## config.mk

```make
export PLATFORM = sky130hd
export DESIGN_NAME = cdx_exec
export DESIGN_NICKNAME = d
export VERILOG_FILES = /design/src/cdx_pkg.sv /design/src/cdx_alu.sv /design/src/cdx_exec.sv
export SDC_FILE = /design/constraint.sdc
export NUM_CORES = 1
export LEC_CHECK = 0
export ABC_AREA = 1
export BUFFER_PORTS_ARGS = -buffer_cell sky130_fd_sc_hd__buf_2
export CORE_MARGIN = 3
export CORE_UTILIZATION = 27
export CTS_BUF_LIST = sky130_fd_sc_hd__clkbuf_8 sky130_fd_sc_hd__clkbuf_16
export DETAILED_ROUTE_END_ITERATION = 16
export HOLD_SLACK_MARGIN = 0.12
export MAX_ROUTING_LAYER = met4
export PLACE_DENSITY = 0.46
export SLEW_MARGIN = 10
export SYNTH_ARGS = -nofsm -noshare
export SYNTH_HDL_FRONTEND = slang
export SYNTH_HIERARCHICAL = 1
export SYNTH_SLANG_ARGS = --single-unit
```

## constraint.sdc

```tcl
create_clock -name clk_sys -period 7 [get_ports clk_sys]
set_input_delay 0.7 -clock clk_sys [delete_from_list [all_inputs] [get_ports clk_sys]]
set_output_delay 0.7 -clock clk_sys [all_outputs]
set_load 0.03 [all_outputs]
```

## src/cdx_pkg.sv

```systemverilog
// Constants shared by the data-move and add executor.
// Assumes one clock and a memory that returns read data one cycle
// after the strobe cycle.
// Notes on behaviour
// - Data moves never change any flag
// - Register copy, dest from source, 5 states
// - Copy from memory at H:L into register
// - Copy register to memory at H:L
// - Immediate byte into register, 2 cycles, 7 states
// - Immediate byte to H:L memory, 10 states
// - Pair load: byte3 high, byte2 low
// - Direct A load, low byte first, 13 states
// - Direct A store, low byte first, 13 states
// - Direct pair load: L then H, 16 states
// - Direct pair store: L then H, 16 states
// - Indirect A load/store via B:C or D:E, 7 states
// - Swap H with D, L with E
// - Arithmetic updates all five flags
// - Subtract sets carry on borrow
// - Register add into A, 4 states
// - Memory add into A, 7 states
// - Immediate add into A, 7 states
// - Register add with carry, 4 states
// - Memory add with carry, 7 states
// - Immediate add with carry, 7 states
// - Register subtract from A, 4 states
// - Register codes: 7 A, 0-5 B..L
// - Pair codes: B:C, D:E, H:L, stack
// - Half carry is carry from bit 3
// - Parity even sets, zero result sets zero
package cdx_pkg;

  // ****************************************************
  // Register and pair codes
  // ****************************************************
  localparam logic [2:0] REG_B = 3'h0;
  localparam logic [2:0] REG_C = 3'h1;
  localparam logic [2:0] REG_D = 3'h2;
  localparam logic [2:0] REG_E = 3'h3;
  localparam logic [2:0] REG_H = 3'h4;
  localparam logic [2:0] REG_L = 3'h5;
  localparam logic [2:0] REG_M = 3'h6;
  localparam logic [2:0] REG_A = 3'h7;
  localparam logic [1:0] PR_BC = 2'h0;
  localparam logic [1:0] PR_DE = 2'h1;
  localparam logic [1:0] PR_HL = 2'h2;
  localparam logic [1:0] PR_SP = 2'h3;

  // ****************************************************
  // Fixed opcodes
  // ****************************************************
  localparam logic [7:0] OP_STOP     = 8'h76;
  localparam logic [7:0] OP_PAIR_DST = 8'h22;
  localparam logic [7:0] OP_PAIR_DLD = 8'h2a;
  localparam logic [7:0] OP_ACC_DST  = 8'h32;
  localparam logic [7:0] OP_ACC_DLD  = 8'h3a;
  localparam logic [7:0] OP_SUM_IMM  = 8'hc6;
  localparam logic [7:0] OP_SUM_IMMC = 8'hce;
  localparam logic [7:0] OP_SWAP     = 8'heb;

  // ****************************************************
  // Flags, arithmetic selects, reset values
  // ****************************************************
  localparam int FL_CARRY = 0;
  localparam int FL_P     = 1;
  localparam int FL_HALF  = 2;
  localparam int FL_Z  = 3;
  localparam int FL_S  = 4;
  localparam logic [1:0] ALU_ADD = 2'h0;
  localparam logic [1:0] ALU_ADC = 2'h1;
  localparam logic [1:0] ALU_SUB = 2'h2;
  localparam logic [15:0] PC_RST  = 16'h0000;
  localparam logic [15:0] SP_RST  = 16'h0000;
  localparam logic [4:0]  FLG_RST = 5'h00;

  // ****************************************************
  // State counts per instruction
  // ****************************************************
  localparam logic [4:0] T_COPY  = 5'h05;
  localparam logic [4:0] T_ONE   = 5'h07;
  localparam logic [4:0] T_TWO   = 5'h0a;
  localparam logic [4:0] T_DIR   = 5'h0d;
  localparam logic [4:0] T_PDIR  = 5'h10;
  localparam logic [4:0] T_SHORT = 5'h04;

  // ****************************************************
  // Instruction classes and their access patterns
  // ****************************************************
  localparam logic [4:0] C_COPY_RR  = 5'h00;
  localparam logic [4:0] C_COPY_RM  = 5'h01;
  localparam logic [4:0] C_COPY_MR  = 5'h02;
  localparam logic [4:0] C_LDI_R    = 5'h03;
  localparam logic [4:0] C_LDI_M    = 5'h04;
  localparam logic [4:0] C_PAIR_IMM = 5'h05;
  localparam logic [4:0] C_ACC_DLD  = 5'h06;
  localparam logic [4:0] C_ACC_DST  = 5'h07;
  localparam logic [4:0] C_PAIR_DLD = 5'h08;
  localparam logic [4:0] C_PAIR_DST = 5'h09;
  localparam logic [4:0] C_IND_LD   = 5'h0a;
  localparam logic [4:0] C_IND_ST   = 5'h0b;
  localparam logic [4:0] C_SWAP     = 5'h0c;
  localparam logic [4:0] C_ALU_R    = 5'h0d;
  localparam logic [4:0] C_ALU_M    = 5'h0e;
  localparam logic [4:0] C_ALU_I    = 5'h0f;
  localparam logic [4:0] C_BAD      = 5'h10;
  // Access kinds, two bits per machine cycle after the fetch
  localparam logic [1:0] AK_NONE = 2'h0;
  localparam logic [1:0] AK_PC   = 2'h1;
  localparam logic [1:0] AK_RD   = 2'h2;
  localparam logic [1:0] AK_WR   = 2'h3;
  // Entry: state count, then kinds of cycles 4..1
  localparam logic [16:0][12:0] CLS_TAB = {
    {T_SHORT, 8'h00}, {T_ONE, 8'h01}, {T_ONE, 8'h02},
    {T_SHORT, 8'h00}, {T_SHORT, 8'h00}, {T_ONE, 8'h03},
    {T_ONE, 8'h02}, {T_PDIR, 8'hf5}, {T_PDIR, 8'ha5},
    {T_DIR, 8'h35}, {T_DIR, 8'h25}, {T_TWO, 8'h05},
    {T_TWO, 8'h0d}, {T_ONE, 8'h01}, {T_ONE, 8'h03},
    {T_ONE, 8'h02}, {T_COPY, 8'h00}};

  typedef enum logic [2:0] {
    ST_FETCH = 3'b001,
    ST_MEM   = 3'b010,
    ST_HOLD  = 3'b100
  } cdx_st_e;

endpackage

```

## src/cdx_alu.sv

```systemverilog
// Byte adder for add, add with carry and subtract, with flags.
// Pure logic; the caller registers the result.
module cdx_alu (
  input  wire logic [7:0] opa,
  input  wire logic [7:0] opb,
  input  wire logic [1:0] sel,
  input  wire logic       carry_in,
  output logic      [7:0] res,
  output logic      [4:0] flg
);
  logic [7:0] b;
  logic       cin;
  logic [4:0] lo;
  logic [8:0] sum;
  logic       sub;

  always_comb begin
    sub = (sel == cdx_pkg::ALU_SUB);
    // Subtract is A plus inverted operand plus one
    b = sub ? ~opb : opb;
    cin = sub | ((sel == cdx_pkg::ALU_ADC) & carry_in);
    lo = {1'b0, opa[3:0]} + {1'b0, b[3:0]} + {4'h0, cin};
    sum = {1'b0, opa} + {1'b0, b} + {8'h00, cin};
    res = sum[7:0];
    flg = cdx_pkg::FLG_RST;
    flg[cdx_pkg::FL_CARRY] = sub ? ~sum[8] : sum[8];
    flg[cdx_pkg::FL_HALF] = lo[4];
    flg[cdx_pkg::FL_Z] = (res == 8'h00);
    flg[cdx_pkg::FL_S] = res[7];
    flg[cdx_pkg::FL_P] = ~^res;
  end
endmodule // cdx_alu

```

## src/cdx_exec.sv

```systemverilog
// Fetches and executes data-move and add/subtract instructions.
// Assumes memory samples a strobe and returns read data on the
// following cycle; one state is one clock.
module cdx_exec (
  input  wire logic        clk_sys,
  input  wire logic        sys_rst,
  input  wire logic [7:0]  mem_rdata,
  output logic      [15:0] mem_addr,
  output logic      [7:0]  mem_wdata,
  output logic             mem_rd,
  output logic             mem_wr,
  output logic             instr_done,
  output logic             bad_op,
  output logic      [7:0]  acc_out,
  output logic      [4:0]  flags_out,
  output logic      [15:0] pc_out
);

  // ****************************************************
  // State
  // ****************************************************
  typedef struct packed {
    cdx_pkg::cdx_st_e st;
    logic [1:0]       ph;
    logic [2:0]       m;
    logic [4:0]       tcnt;
    logic [4:0]       cls;
    logic [7:0]       op;
    logic [7:0]       b2;
    logic [7:0]       b3;
    logic [7:0]       dat;
    logic [7:0]       dhi;
    logic [15:0]      pc;
    logic [15:0]      sp;
    logic [7:0][7:0]  rf;
    logic [4:0]       flg;
    logic [15:0]      addr;
    logic [7:0]       wdata;
    logic             rd;
    logic             wr;
    logic             done;
    logic             bad;
  } cdx_state_s;

  cdx_state_s q_r;
  cdx_state_s q_nxt;

  // ****************************************************
  // Decoding
  // ****************************************************
  function automatic logic [4:0] f_cls(input logic [7:0] op);
    logic [2:0] d;
    logic [2:0] s;
    d = op[5:3];
    s = op[2:0];
    f_cls = cdx_pkg::C_BAD;
    if (op[7:6] == 2'h1) begin
      if (op == cdx_pkg::OP_STOP) begin
        f_cls = cdx_pkg::C_BAD;
      end else if (s == cdx_pkg::REG_M) begin
        f_cls = cdx_pkg::C_COPY_RM;
      end else if (d == cdx_pkg::REG_M) begin
        f_cls = cdx_pkg::C_COPY_MR;
      end else begin
        f_cls = cdx_pkg::C_COPY_RR;
      end
    end else if (op[7:6] == 2'h2) begin
      // Subtract from memory is not served here
      if (d[2:1] == 2'h0) begin
        f_cls = (s == cdx_pkg::REG_M) ? cdx_pkg::C_ALU_M
                                      : cdx_pkg::C_ALU_R;
      end else if (d == {1'b0, cdx_pkg::ALU_SUB}
                   && s != cdx_pkg::REG_M) begin
        f_cls = cdx_pkg::C_ALU_R;
      end
    end else if (op == cdx_pkg::OP_SUM_IMM
                 || op == cdx_pkg::OP_SUM_IMMC) begin
      f_cls = cdx_pkg::C_ALU_I;
    end else if (op == cdx_pkg::OP_SWAP) begin
      f_cls = cdx_pkg::C_SWAP;
    end else if (op[7:6] == 2'h0) begin
      if (s == 3'h6) begin
        f_cls = (d == cdx_pkg::REG_M) ? cdx_pkg::C_LDI_M
                                      : cdx_pkg::C_LDI_R;
      end else if (op[3:0] == 4'h1) begin
        f_cls = cdx_pkg::C_PAIR_IMM;
      end else if (op == cdx_pkg::OP_PAIR_DST) begin
        f_cls = cdx_pkg::C_PAIR_DST;
      end else if (op == cdx_pkg::OP_PAIR_DLD) begin
        f_cls = cdx_pkg::C_PAIR_DLD;
      end else if (op == cdx_pkg::OP_ACC_DST) begin
        f_cls = cdx_pkg::C_ACC_DST;
      end else if (op == cdx_pkg::OP_ACC_DLD) begin
        f_cls = cdx_pkg::C_ACC_DLD;
      end else if (op[3:0] == 4'ha) begin
        f_cls = cdx_pkg::C_IND_LD;
      end else if (op[3:0] == 4'h2) begin
        f_cls = cdx_pkg::C_IND_ST;
      end
    end
  endfunction

  // Kind of bus access in machine cycle m after the fetch
  function automatic logic [1:0] f_acc(input logic [4:0] c,
                                       input logic [2:0] m);
    logic [7:0] pat;
    pat = cdx_pkg::CLS_TAB[c][7:0];
    f_acc = cdx_pkg::AK_NONE;
    if (m != 3'h0 && m <= 3'h4) begin
      f_acc = pat[{m[1:0] - 2'h1, 1'b0} +: 2];
    end
  endfunction

  function automatic logic [15:0] f_pair(input cdx_state_s s,
                                         input logic [1:0] p);
    unique case (p)
      cdx_pkg::PR_BC: f_pair = {s.rf[cdx_pkg::REG_B],
                                s.rf[cdx_pkg::REG_C]};
      cdx_pkg::PR_DE: f_pair = {s.rf[cdx_pkg::REG_D],
                                s.rf[cdx_pkg::REG_E]};
      cdx_pkg::PR_HL: f_pair = {s.rf[cdx_pkg::REG_H],
                                s.rf[cdx_pkg::REG_L]};
      cdx_pkg::PR_SP: f_pair = s.sp;
    endcase
  endfunction

  // ****************************************************
  // Operand and address selection
  // ****************************************************
  logic [1:0]  acc_k;
  logic [1:0]  acc_n;
  logic [4:0]  tl;
  logic        commit;
  logic [15:0] daddr;
  logic [7:0]  wsrc;
  logic [7:0]  alu_b;
  logic [7:0]  alu_res;
  logic [4:0]  alu_flg;
  logic        last_pair;

  always_comb begin
    acc_k = f_acc(q_r.cls, q_r.m);
    acc_n = f_acc(q_r.cls, q_r.m + 3'h1);
    tl = cdx_pkg::CLS_TAB[q_r.cls][12:8];
    commit = (q_r.st == cdx_pkg::ST_HOLD)
             && (q_r.tcnt == tl - 5'h01);
    last_pair = (q_r.m == 3'h4);
    unique case (q_r.cls)
      cdx_pkg::C_ACC_DLD, cdx_pkg::C_ACC_DST,
      cdx_pkg::C_PAIR_DLD, cdx_pkg::C_PAIR_DST: begin
        // Low byte first, high byte at address plus one, carrying into the page
        daddr = {q_r.b3, q_r.b2} + {15'h0000, last_pair};
      end
      cdx_pkg::C_IND_LD, cdx_pkg::C_IND_ST: begin
        daddr = f_pair(q_r, q_r.op[5:4]);
      end
      default: begin
        daddr = f_pair(q_r, cdx_pkg::PR_HL);
      end
    endcase
    unique case (q_r.cls)
      cdx_pkg::C_COPY_MR: wsrc = q_r.rf[q_r.op[2:0]];
      cdx_pkg::C_LDI_M: wsrc = q_r.b2;
      cdx_pkg::C_PAIR_DST: begin
        wsrc = last_pair ? q_r.rf[cdx_pkg::REG_H]
                         : q_r.rf[cdx_pkg::REG_L];
      end
      default: wsrc = q_r.rf[cdx_pkg::REG_A];
    endcase
    unique case (q_r.cls)
      cdx_pkg::C_ALU_M: alu_b = q_r.dat;
      cdx_pkg::C_ALU_I: alu_b = q_r.b2;
      default: alu_b = q_r.rf[q_r.op[2:0]];
    endcase
  end

  cdx_alu u_alu (
    .opa      (q_r.rf[cdx_pkg::REG_A]),
    .opb      (alu_b),
    .sel      (q_r.op[4:3]),
    .carry_in (q_r.flg[cdx_pkg::FL_CARRY]),
    .res      (alu_res),
    .flg      (alu_flg)
  );

  // ****************************************************
  // Sequencer
  // ****************************************************
  always_comb begin
    q_nxt = q_r;
    q_nxt.rd = 1'b0;
    q_nxt.wr = 1'b0;
    q_nxt.done = 1'b0;
    q_nxt.bad = 1'b0;
    q_nxt.tcnt = q_r.tcnt + 5'h01;
    unique case (q_r.st)
      cdx_pkg::ST_FETCH: begin
        q_nxt.ph = q_r.ph + 2'h1;
        if (q_r.ph == 2'h0) begin
          q_nxt.rd = 1'b1;
          q_nxt.addr = q_r.pc;
          q_nxt.pc = q_r.pc + 16'h0001;
        end
        if (q_r.ph == 2'h2) begin
          q_nxt.op = mem_rdata;
          q_nxt.cls = f_cls(mem_rdata);
          q_nxt.m = 3'h1;
          q_nxt.ph = 2'h0;
          q_nxt.st = (f_acc(f_cls(mem_rdata), 3'h1)
                      == cdx_pkg::AK_NONE) ? cdx_pkg::ST_HOLD
                                           : cdx_pkg::ST_MEM;
        end
      end
      cdx_pkg::ST_MEM: begin
        q_nxt.ph = q_r.ph + 2'h1;
        if (q_r.ph == 2'h0) begin
          q_nxt.rd = (acc_k != cdx_pkg::AK_WR);
          q_nxt.wr = (acc_k == cdx_pkg::AK_WR);
          q_nxt.addr = daddr;
          q_nxt.wdata = wsrc;
          if (acc_k == cdx_pkg::AK_PC) begin
            q_nxt.addr = q_r.pc;
            q_nxt.pc = q_r.pc + 16'h0001;
          end
        end
        if (q_r.ph == 2'h2) begin
          if (acc_k == cdx_pkg::AK_PC) begin
            if (q_r.m == 3'h1) begin
              q_nxt.b2 = mem_rdata;
            end else begin
              q_nxt.b3 = mem_rdata;
            end
          end
          if (acc_k == cdx_pkg::AK_RD) begin
            if (last_pair) begin
              q_nxt.dhi = mem_rdata;
            end else begin
              q_nxt.dat = mem_rdata;
            end
          end
          q_nxt.m = q_r.m + 3'h1;
          q_nxt.ph = 2'h0;
          q_nxt.st = (acc_n == cdx_pkg::AK_NONE) ? cdx_pkg::ST_HOLD
                                                 : cdx_pkg::ST_MEM;
        end
      end
      cdx_pkg::ST_HOLD: begin
        if (commit) begin
          q_nxt.st = cdx_pkg::ST_FETCH;
          q_nxt.tcnt = 5'h00;
          q_nxt.ph = 2'h0;
          q_nxt.done = 1'b1;
          q_nxt.bad = (q_r.cls == cdx_pkg::C_BAD);
          unique case (q_r.cls)
            cdx_pkg::C_COPY_RR: begin
              q_nxt.rf[q_r.op[5:3]] = q_r.rf[q_r.op[2:0]];
            end
            cdx_pkg::C_COPY_RM: begin
              q_nxt.rf[q_r.op[5:3]] = q_r.dat;
            end
            cdx_pkg::C_LDI_R: begin
              q_nxt.rf[q_r.op[5:3]] = q_r.b2;
            end
            cdx_pkg::C_PAIR_IMM: begin
              if (q_r.op[5:4] == cdx_pkg::PR_SP) begin
                q_nxt.sp = {q_r.b3, q_r.b2};
              end else begin
                q_nxt.rf[{q_r.op[5:4], 1'b0}] = q_r.b3;
                q_nxt.rf[{q_r.op[5:4], 1'b1}] = q_r.b2;
              end
            end
            cdx_pkg::C_ACC_DLD, cdx_pkg::C_IND_LD: begin
              q_nxt.rf[cdx_pkg::REG_A] = q_r.dat;
            end
            cdx_pkg::C_PAIR_DLD: begin
              q_nxt.rf[cdx_pkg::REG_L] = q_r.dat;
              q_nxt.rf[cdx_pkg::REG_H] = q_r.dhi;
            end
            cdx_pkg::C_SWAP: begin
              q_nxt.rf[cdx_pkg::REG_H] = q_r.rf[cdx_pkg::REG_D];
              q_nxt.rf[cdx_pkg::REG_D] = q_r.rf[cdx_pkg::REG_H];
              q_nxt.rf[cdx_pkg::REG_L] = q_r.rf[cdx_pkg::REG_E];
              q_nxt.rf[cdx_pkg::REG_E] = q_r.rf[cdx_pkg::REG_L];
            end
            cdx_pkg::C_ALU_R, cdx_pkg::C_ALU_M, cdx_pkg::C_ALU_I: begin
              q_nxt.rf[cdx_pkg::REG_A] = alu_res;
              q_nxt.flg = alu_flg;
            end
            default: begin
            end
          endcase
        end
      end
    endcase
  end

  always_ff @(posedge clk_sys) begin
    if (sys_rst) begin
      q_r <= '0;
      q_r.st <= cdx_pkg::ST_FETCH;
      q_r.pc <= cdx_pkg::PC_RST;
      q_r.sp <= cdx_pkg::SP_RST;
      q_r.flg <= cdx_pkg::FLG_RST;
    end else begin
      q_r <= q_nxt;
    end
  end

  assign mem_addr = q_r.addr;
  assign mem_wdata = q_r.wdata;
  assign mem_rd = q_r.rd;
  assign mem_wr = q_r.wr;
  assign instr_done = q_r.done;
  assign bad_op = q_r.bad;
  assign acc_out = q_r.rf[cdx_pkg::REG_A];
  assign flags_out = q_r.flg;
  assign pc_out = q_r.pc;

  // ****************************************************
  // Checks
  // ****************************************************
  logic [4:0] gap_r;
  logic       alu_cmt;

  assign alu_cmt = commit && (q_r.cls == cdx_pkg::C_ALU_R
                              || q_r.cls == cdx_pkg::C_ALU_M
                              || q_r.cls == cdx_pkg::C_ALU_I);

  always_ff @(posedge clk_sys) begin
    if (sys_rst || q_r.done) begin
      gap_r <= {4'h0, q_r.done};
    end else begin
      gap_r <= gap_r + 5'h01;
    end
  end
endmodule // cdx_exec

```

Word level (Yosys, flattened, before mapping)
Memory sizes are Yosys's and may differ from the RTL's. A register that Yosys moved wholly into a read port is not among the register bits. Cells that the tools add are included.

Output and inout bits: 57. Input port bits: 10. Register bits: 185. ROM bits: 832. Memories kept: 2. Logic and storage cells: 243.

Shift-type cells: 2. Bitwise gates (word level): 10. Eq/ne operators: 56. Add/subtract/negate cells: 12. Reduce and logical (&&, ||, !) cells: 47. Muxes and demuxes: 76. $lt $le $gt $ge: 11.

Memories: (name not given) (words 32, width 13, rd ports 1, clocked after memory_dff 0, wr ports 0, RTL line cdx_exec.sv:107) `pat = cdx_pkg::CLS_TAB[c][7:0];`; (name not given) (words 32, width 13, rd ports 1, clocked after memory_dff 1, wr ports 0, RTL line cdx_exec.sv:144) `tl = cdx_pkg::CLS_TAB[q_r.cls][12:8];`.

Operators with widths (count): 64-bit bitwise mux (5); 16-bit case mux with 4 select lines (2); 5-bit 2-to-1 mux (24); 16-bit case mux with 2 select lines (3); 16-bit case mux with 6 select lines (1); 16-bit 2-to-1 mux (5); 16-bit case mux with 5 select lines (1); 64-bit 2-to-1 mux (1); 8-bit 2-to-1 mux (8); 8-bit case mux with 6 select lines (1); 5-bit by 4-bit equality test with 1-bit output (second input constant) (8); 4-bit AND reduction (10); 8-bit demux with 2-bit select (2); 8-bit by 6-bit equality test with 1-bit output (second input constant) (4); 8-bit case mux with 4 select lines (1); 26-bit 2-to-1 mux (1); 8-bit binary-select mux with 3-bit select (1); 8-bit demux with 3-bit select (1); 8-bit equality test (second input constant) (3); 8-bit case mux with 3 select lines (1); 5-bit by 3-bit equality test with 1-bit output (second input constant) (4); 16-bit by 1-bit adder with 16-bit output (1); 16-bit by 1-bit adder with 16-bit output (second input constant) (1); 3-bit by 4-bit < comparator with 1-bit output (second input constant) (4); other kinds (56) (121).

Depth between registers and ports, before layout
Gate-level depths: netlist of run 1.

Depth in word-level cells: 24. Mapped depth: 26. Mapped depth without buffers: 24.

Hierarchy
The synthesis of run 1 kept the hierarchy.

Modules (own cells, without submodules): cdx_exec (times used 1, sequential area each 3943.8 um2, area an instance 14312.5 um2, cells an instance 2377); cdx_alu (times used 1, sequential area each 0.0 um2, area an instance 757.0 um2, cells an instance 123).

Least setup slack after synthesis of run 1
OpenSTA, ideal clock, no wires.

Kind: register to register. From: reg q_r[161] in the netlist's numbering. To: reg q_r, in the netlist flags_out[1]. Period minus slack after synthesis: 3.484 ns. Path buffers: 2. Data required time: 6.874 ns. Cell stages (with the launch flop): 26. Setup time: 0.126 ns. Setup slack: 3.516 ns. Arrival time: 3.359 ns. Cells stage by stage: dfxtp_1 -> clkbuf_1 -> inv_1 -> clkbuf_1 -> a21oi_1 -> o21ai_0 -> nand3_1 -> nand2_1 -> inv_1 -> nand2_1 -> nand3_1 -> xor2_1 -> fa_1 -> inv_1 -> fa_1 -> inv_1 -> nand2_2 -> nand2_4 -> nand2_1 -> nand3_1 -> nand2_1 -> ha_1 -> xnor2_1 -> xnor2_1 -> o21ai_0 -> a21oi_1.

Cells in the longest elaborated chain, start to end: 8.

RTL lines: from (decl) (RTL line cdx_exec.sv:45) `cdx_state_s q_r;`; from (signal assigned) (RTL line cdx_exec.sv:305) `q_r <= q_nxt;`; 8-bit binary-select mux with 3-bit select * (RTL line cdx_exec.sv:173) `default: alu_b = q_r.rf[q_r.op[2:0]];`; 8-bit 2-to-1 mux (not written as such) * (RTL line cdx_exec.sv:173); 8-bit case mux with 2 select lines * (RTL line cdx_exec.sv:170) `unique case (q_r.cls)`; named net alu_b[0] (RTL line cdx_exec.sv:136) `logic [7:0] alu_b;`; 8-bit inverter (RTL line cdx_alu.sv:20) `b = sub ? ~opb : opb;`; 8-bit 2-to-1 mux * (RTL line cdx_alu.sv:20); 8-bit by 8-bit adder with 9-bit output * (RTL line cdx_alu.sv:23) `sum = {1'b0, opa} + {1'b0, b} + {8'h00, cin};`; 9-bit by 1-bit adder with 9-bit output * (RTL line cdx_alu.sv:23); 8-bit XNOR reduction * (RTL line cdx_alu.sv:30) `flg[cdx_pkg::FL_P] = ~^res;`; named net alu_flg[1] (RTL line cdx_exec.sv:138) `logic [4:0] alu_flg;`.

The timed path passes the listed nets; every way through them passes the cells marked *. The select of a mux whose other input is x is not followed. A chain may end at the register's enable or synchronous reset.

Worst setup path after layout of run 1
Ends and elaborated chain as after synthesis.

==> results of run 1 <==
[synthesized netlist by cell type (6+ instances only)]
cell type  instances
clkbuf_1          90
nand3_1          169
nor3_1            20
nor2_1           289
a32oi_1            7
clkinv_1           9
nand2_1          496
nand3b_1           8
buf_1              8
buf_4             56
a211oi_1          15
inv_1            240
a31oi_1           10
dfxtp_1          197
ha_1              25
nor2_2            10
xor2_1            21
xnor2_1            9
o21ai_0          261
a21oi_1          319
o22ai_1           72
o211ai_1          22
o21ai_1            6
inv_2             25
buf_2             34
o21ai_2            6
nand4_1           20
[area by class of cell]
| type | count | area (um2) | share of cell area, % |
|---|---|---|---|
| Multi-Input combinational cell | 1839 | 9130 | 56.2 |
| Sequential cell | 197 | 3940 | 24.3 |
| Inverter | 274 | 1030 | 6.35 |
| Tap cell | 739 | 925 | 5.70 |
| Timing Repair Buffer | 97 | 563 | 3.47 |
| Clock buffer | 17 | 425 | 2.62 |
| Clock inverter | 15 | 211 | 1.30 |
| Antenna cell | 3 | 7.51 | 0.0462 |
[cell usage in the layout, fill, tap and decap left out, types with 3 or more instances in the layout]
master	count
nor2_1	287
nand3_1	169
xor2_1	21
diode_2	3
a32oi_1	7
nand2_1	496
buf_4	31
clkbuf_16	17
clkinv_1	9
o21ai_2	6
a31oi_1	10
clkinv_8	3
a211oi_1	15
o21ai_0	261
o2111ai_4	3
nor2_4	3
xnor2_1	9
nand3_2	3
o21ai_1	6
o221ai_1	5
ha_1	25
inv_2	25
nand4_1	20
nor2_2	12
o211ai_1	22
o21bai_1	4
o22ai_1	72
dfxtp_1	197
nor3_1	20
buf_2	66
inv_1	239
a21oi_1	319
nand3b_1	8
a22oi_1	4
nor4_1	4
inv_12	4
or2_2	4
inv_8	4
[state kept, by name, summed over array words and instances, names as in the netlist, named ones only]
name / cells
q_r: 128
mem_addr: 16
pc_out: 16
acc_out: 8
mem_wdata: 8
flags_out: 5
tl: 5
bad_op: 1
instr_done: 1
mem_rd: 1
mem_wr: 1
[metal layers]
layer	global-route usage [%]	up-vias	share of wire [%]
met1	34.4	8139	43
met2	38.3	892	43
met3	5.61	173	9.2
met4	11.6	0	4.7
li1	-	8158	-
met5	-	-	0
[logic make-up after synthesis]
| family | after synthesis |
|---|---|
| AND/OR/NAND/NOR | 1040 |
| AO/OA/AOI/OAI | 740 |
| flip-flops | 197 |
| buffers and inverters | 464 |
| XOR/XNOR | 32 |
| adder cells (fa/ha/maj) | 27 |
[worst max-delay path: stages (launching register included)]
cell and delay (ns):
dfxtp_1 0.97, inv_1 0.67, a21oi_1 0.28, o21ai_0 0.11, nand3_1 0.11, nand2_1 0.15, inv_1 0.22, nand2_1 0.07
nand3_1 0.11, xor2_1 0.19, fa_1 0.23, inv_1 0.06, fa_1 0.36, inv_1 0.13, nand2_2 0.08, nand2_4 0.07
nand2_1 0.07, nand3_1 0.07, nand2_1 0.06, ha_1 0.30, xnor2_1 0.19, xnor2_1 0.13, o21ai_0 0.09, a21oi_1 0.13
[final timing paths]
kind                 from      endpoint  slack, ns  cells past startpoint
max              q_r[161]  flags_out[1]       2.08                     23
min reg2reg  flags_out[1]  flags_out[1]       0.45                      2
min          flags_out[1]  flags_out[1]       0.45                      2
max reg2reg      q_r[161]  flags_out[1]       2.08                     23
[metrics by stage]
stage	cell area, um2	std cells	setup WS (ns)	hold slack [ns]	power [W]
final	16200	3181	2.08	0.447	0.00449
after global routing	16200	3180	1.61	0.479	0.00475
after CTS	16200	3178	2.15	0.453	0.00448
after detailed placement	15600	3146	2.19	0.438	0.00334
after global placement	15600	3146	2.20	0.432	0.00334
after floorplan	15100	2500	3.52	0.424	0.00281
[where the power goes]
part           leakage (nW)  internal, W  switching [W]
Clock                 0.310     0.000529       0.000596
Combinational          5.16     0.000526        0.00149
Sequential             1.59      0.00123       0.000119
==> key figures, run 1 <==
Global route
  – First-pass GRT wire length: 110000 um
  – Gr ovfl total: 0
  – Vias in the first global route: 15666
  – Largest net degree at the start of global routing: 59
  – Initial antenna violation count: 2
  – Total GRT Usage: 26.1%

Drt
  – Vias/cell: 5.46
  – DRC viols: 0
  – WL final: 76400 um
  – Drt pass-1 iters: 8
  – Antenna Nets Post-Route: 0
  – WL per Instance: 24.0 um
  – DR iter-0 viols: 1917
  – Vias: 17362

Synthesis
  – Mean post-synth cell area: 6.03 um2
  – Yosys cell types: 53
  – Seq/Total Area, Yosys: 26.2%
  – Synth warn: 6
  – Top post-synthesis cells by area: dfxtp_1 (26%), nand2_1 (12%), a21oi_1 (11%)
  – Number of flops mapped to enable cells by yosys: 0
  – Post-synthesis mux area share: 0%
  – Top_reg_cell synth: dfxtp_1
  – Synth Register Bits: 197
  – XOR/XNOR Fraction of Synth Area: 1.96%
  – Post-synthesis cell area: 15100 um2
  – Synth Area in Compound Gates: 27.0%
  – Adder-cell share of the synthesized area: 2.34%
  – Synth async-reset ratio: 0%
  – Synthesized Nets: 2537
  – Largest family of logic cells by synthesized area: simple AND/OR/NAND/NOR gates
  – Simple-Gate Fraction of Synth Area: 29.2%
  – Post-Syn Instances: 2500
  – Synth top area share: 26.2%
  – Cell taking the most area after synthesis: dfxtp_1

Timing
  – Clock skew: 0.0196 ns
  – Final setup vio count: 0
  – RSZ-0062 raised after global routing: false
  – Max-slew violations: 0
  – Final Hold Fails: 0
  – Worst slew pin tran: 1.24 ns
  – Fin crit share: 70.3%
  – Minimum clock period after layout: 4.92 ns
  – Rel. slew slack: 17.4%
  – Fin Setup TNS: 0 ns
  – Fmax: 203 MHz

Clock tree
  – Sink Count: 197
  – Num CTS Buffers: 17
  – CTS Hold Bufs: 0
  – # Post-CTS Setup Buffers: 0
  – Root buffer cell: clkbuf_16
  – Worst-path clk slew: 0.10 ns
  – Worst skew pair latency: 0.52 ns
  – CTS max path bufs: 2
  – Clock H-tree levels: 4
  – CTS tree: yes
  – CTS resizes: 0

Cells and area
  – Final #Nets: 2463
  – Layout area overhead: 7.73%
  – Share of layout cells above drive strength 1: 8.24%
  – Fillcell total: 6247
  – Final core occ: 29.8%

Floorplanning
  – Die H: 242 um
  – Row Count: 85
  – Die ar.: 58700 um2
  – Io pins: 67
  – Core ar.: 54600 um2
  – Die X: 242 um
  – Starting density of the core: 27.6%

Setup path
  – Data arrival, critical path: 5.37 ns
  – Crit end category: flop
  – Data required, critical path: 7.44 ns
  – Largest driver fanout on the critical path: 35
  – Critical path class: flop to flop
  – Worst Setup Start Kind: flop

Power
  – Leak pwr: 7.06 nW
  – Pwr Density: 276 nW/um2
  – Worst vdd rail ir drop: 0.000213 V

Flow run
  – Max-cap violation count: 0

Min path
  – Class of the worst hold path: flop to flop

Outcome
  – Outcome: finished clean

Placed design
  – Hpwl dp: 55800 um
  – I/O Buffers: 66
  – GP Congestion: 1.01
(Power assumes the default switching activity.)
==> run 2, diff against run 1 <==
--- a/config.mk
+++ b/config.mk
@@ -13,7 +13,7 @@
 export DETAILED_ROUTE_END_ITERATION = 16
 export HOLD_SLACK_MARGIN = 0.12
 export MAX_ROUTING_LAYER = met4
-export PLACE_DENSITY = 0.46
+export PLACE_DENSITY = 0.48
 export SLEW_MARGIN = 10
 export SYNTH_ARGS = -nofsm -noshare
 export SYNTH_HDL_FRONTEND = slang
==> constraint.sdc (replaced) <==
create_clock -name clk_sys -period 4.15 [get_ports clk_sys]
set_input_delay 0.415 -clock clk_sys [delete_from_list [all_inputs] [get_ports clk_sys]]
set_output_delay 0.415 -clock clk_sys [all_outputs]
set_load 0.03 [all_outputs]
==> key figures, run 2 (synthesis results as in run 1) <==
Timing
  – Rel. slew slack: 30.8%
  – Fmax: 271 MHz
  – Hold WS: 0.306 ns
  – RSZ-0062 raised after global routing: false
  – Minimum clock period after layout: 3.69 ns
  – Final setup vio count: 0
  – Fin crit share: 89.0%
  – Clock skew: 0.0244 ns
  – Final Hold Fails: 0
  – Max-slew violations: 0
  – Fin Setup TNS: 0 ns
  – Worst Slack Setup Final: 0.456 ns
  – Worst slew pin tran: 1.03 ns

Cells and area
  – Layout area overhead: 10.6%
  – Commonest non-fill, non-tap cell in the layout: nand2_1
  – Biggest register: q_r
  – Final #Nets: 2528
  – Max FFs per register: 128
  – Share of layout cells above drive strength 1: 10.5%
  – Final std cells w/o fill: 3246
  – Final core occ: 30.6%
  – Most frequent cells in the layout: nand2_1 (496), a21oi_1 (319), nor2_1 (288)

Min path
  – Class of the worst hold path: primary input to flop

Clock tree
  – Clock H-tree levels: 4
  – CTS Hold Bufs: 0
  – Sink Count: 197
  – Worst skew pair latency: 0.52 ns
  – CTS tree: yes
  – CTS resizes: 0
  – Worst-path clk slew: 0.08 ns
  – Num CTS Buffers: 17
  – Root buffer cell: clkbuf_16
  – CTS max path bufs: 2
  – # Post-CTS Setup Buffers: 0

Floorplanning
  – Core ar.: 54600 um2
  – Die ar.: 58700 um2
  – Die X: 242 um
  – Die H: 242 um
  – Io pins: 67
  – Row Count: 85
  – Starting density of the core: 27.6%

Power
  – Pwr Density: 456 nW/um2
  – Sequential power share: 29.5%
  – Worst vdd rail ir drop: 0.000354 V
  – Int Pwr: 0.00387 W
  – Leak pwr: 7.36 nW
  – Clock share of power: 22.8%
  – Net switching power: 0.00374 W
  – Combinational share of power: 47.7%
  – Net Sw Frac: 49.1%

Placed design
  – GP Congestion: 1.04
  – Hpwl dp: 56700 um
  – Setup Slack @ Placement: 0.520 ns
  – I/O Buffers: 66
  – Placed Cells: 3211

Flow run
  – Max-cap violation count: 0

Drt
  – Antenna Nets Post-Route: 0
  – DR iter-0 viols: 2253
  – Vias: 17812
  – WL per Instance: 23.6 um
  – DRC viols: 0
  – Vias/cell: 5.49
  – WL final: 76700 um
  – Drt pass-1 iters: 9

Setup path
  – Data arrival, critical path: 4.08 ns
  – Crit end category: flop
  – Data required, critical path: 4.54 ns
  – Worst Setup Start Kind: flop
  – Largest driver fanout on the critical path: 10
  – Critical path class: flop to flop

Global route
  – Largest net degree at the start of global routing: 73
  – First-pass GRT wire length: 111000 um
  – Gr ovfl total: 0
  – Vias in the first global route: 16280
  – Initial antenna violation count: 3
  – Total GRT Usage: 26.1%

Outcome
  – Outcome: finished clean
[run 2: changes by cell type in the layout (fill, tap and decap cells not counted), sizes merged]
| cell | change |
|---|---|
| clkinv | -1 |
| inv | +1 |
| buf | +65 |
| bufinv | -1 |
| clkinvlp | +1 |
[run 2: through the flow]
stage / total power [W] / area [um2]
after floorplan: 0.00474 / 15100
after global placement: 0.00581 / 16100
after detailed placement: 0.00581 / 16100
after CTS: 0.00757 / 16700
after global routing: 0.00803 / 16700
final: 0.00760 / 16700
[run 2: critical path: stages, from the launching register on]
cell and delay, ns:
dfxtp_1 0.48, nand2_1 0.09, inv_1 0.10, nand2_1 0.33, nor2_1 0.27, nand2_1 0.07
nand3_1 0.11, xor2_1 0.20, fa_1 0.23, inv_1 0.06, fa_1 0.37, inv_1 0.13
nand2_2 0.08, nand2_4 0.07, nand2_1 0.07, nand3_1 0.07, nand2_1 0.05, ha_1 0.29
xnor2_1 0.19, xnor2_1 0.09, o21ai_0 0.15, a21oi_1 0.05
[run 2: power by group through the flow]
stage	combinational, W	clock (W)	sequential (W)
after floorplan	0.00252	0	0.00222
final	0.00363	0.00174	0.00224
after global placement	0.00354	0	0.00228
after detailed placement	0.00353	0	0.00228
after global routing	0.00391	0.00185	0.00227
after CTS	0.00354	0.00178	0.00224
[run 2: final cells by class]
type,count,area [um2]
flip-flops and latches,197,3940
repair buffers,162,1060
clock inverters,15,143
diodes,3,7.51
well taps,739,925
fillers,6118,37900
clock buffers,17,425
inverters,274,1030
multi-input cells,1839,9130
[run 2: worst paths after layout]
check | cells past startpoint | from | endpoint | slack, ns
max | 21 | q_r[172] | flags_out[1] | 0.46
min reg2reg | 2 | flags_out[3] | flags_out[3] | 0.45
max reg2reg | 21 | q_r[172] | flags_out[1] | 0.46
min | 3 | mem_rdata[6] | q_r[135] | 0.31
[run 2: metal layers]
| layer | GRT usage, % | vias up | wire length [um] |
|---|---|---|---|
| met5 | - | - | 0 |
| met4 | 12.7 | 0 | 3910 |
| met3 | 6.02 | 209 | 7600 |
| met2 | 38.8 | 1017 | 32900 |
| met1 | 33.3 | 8306 | 32300 |
| li1 | - | 8280 | - |
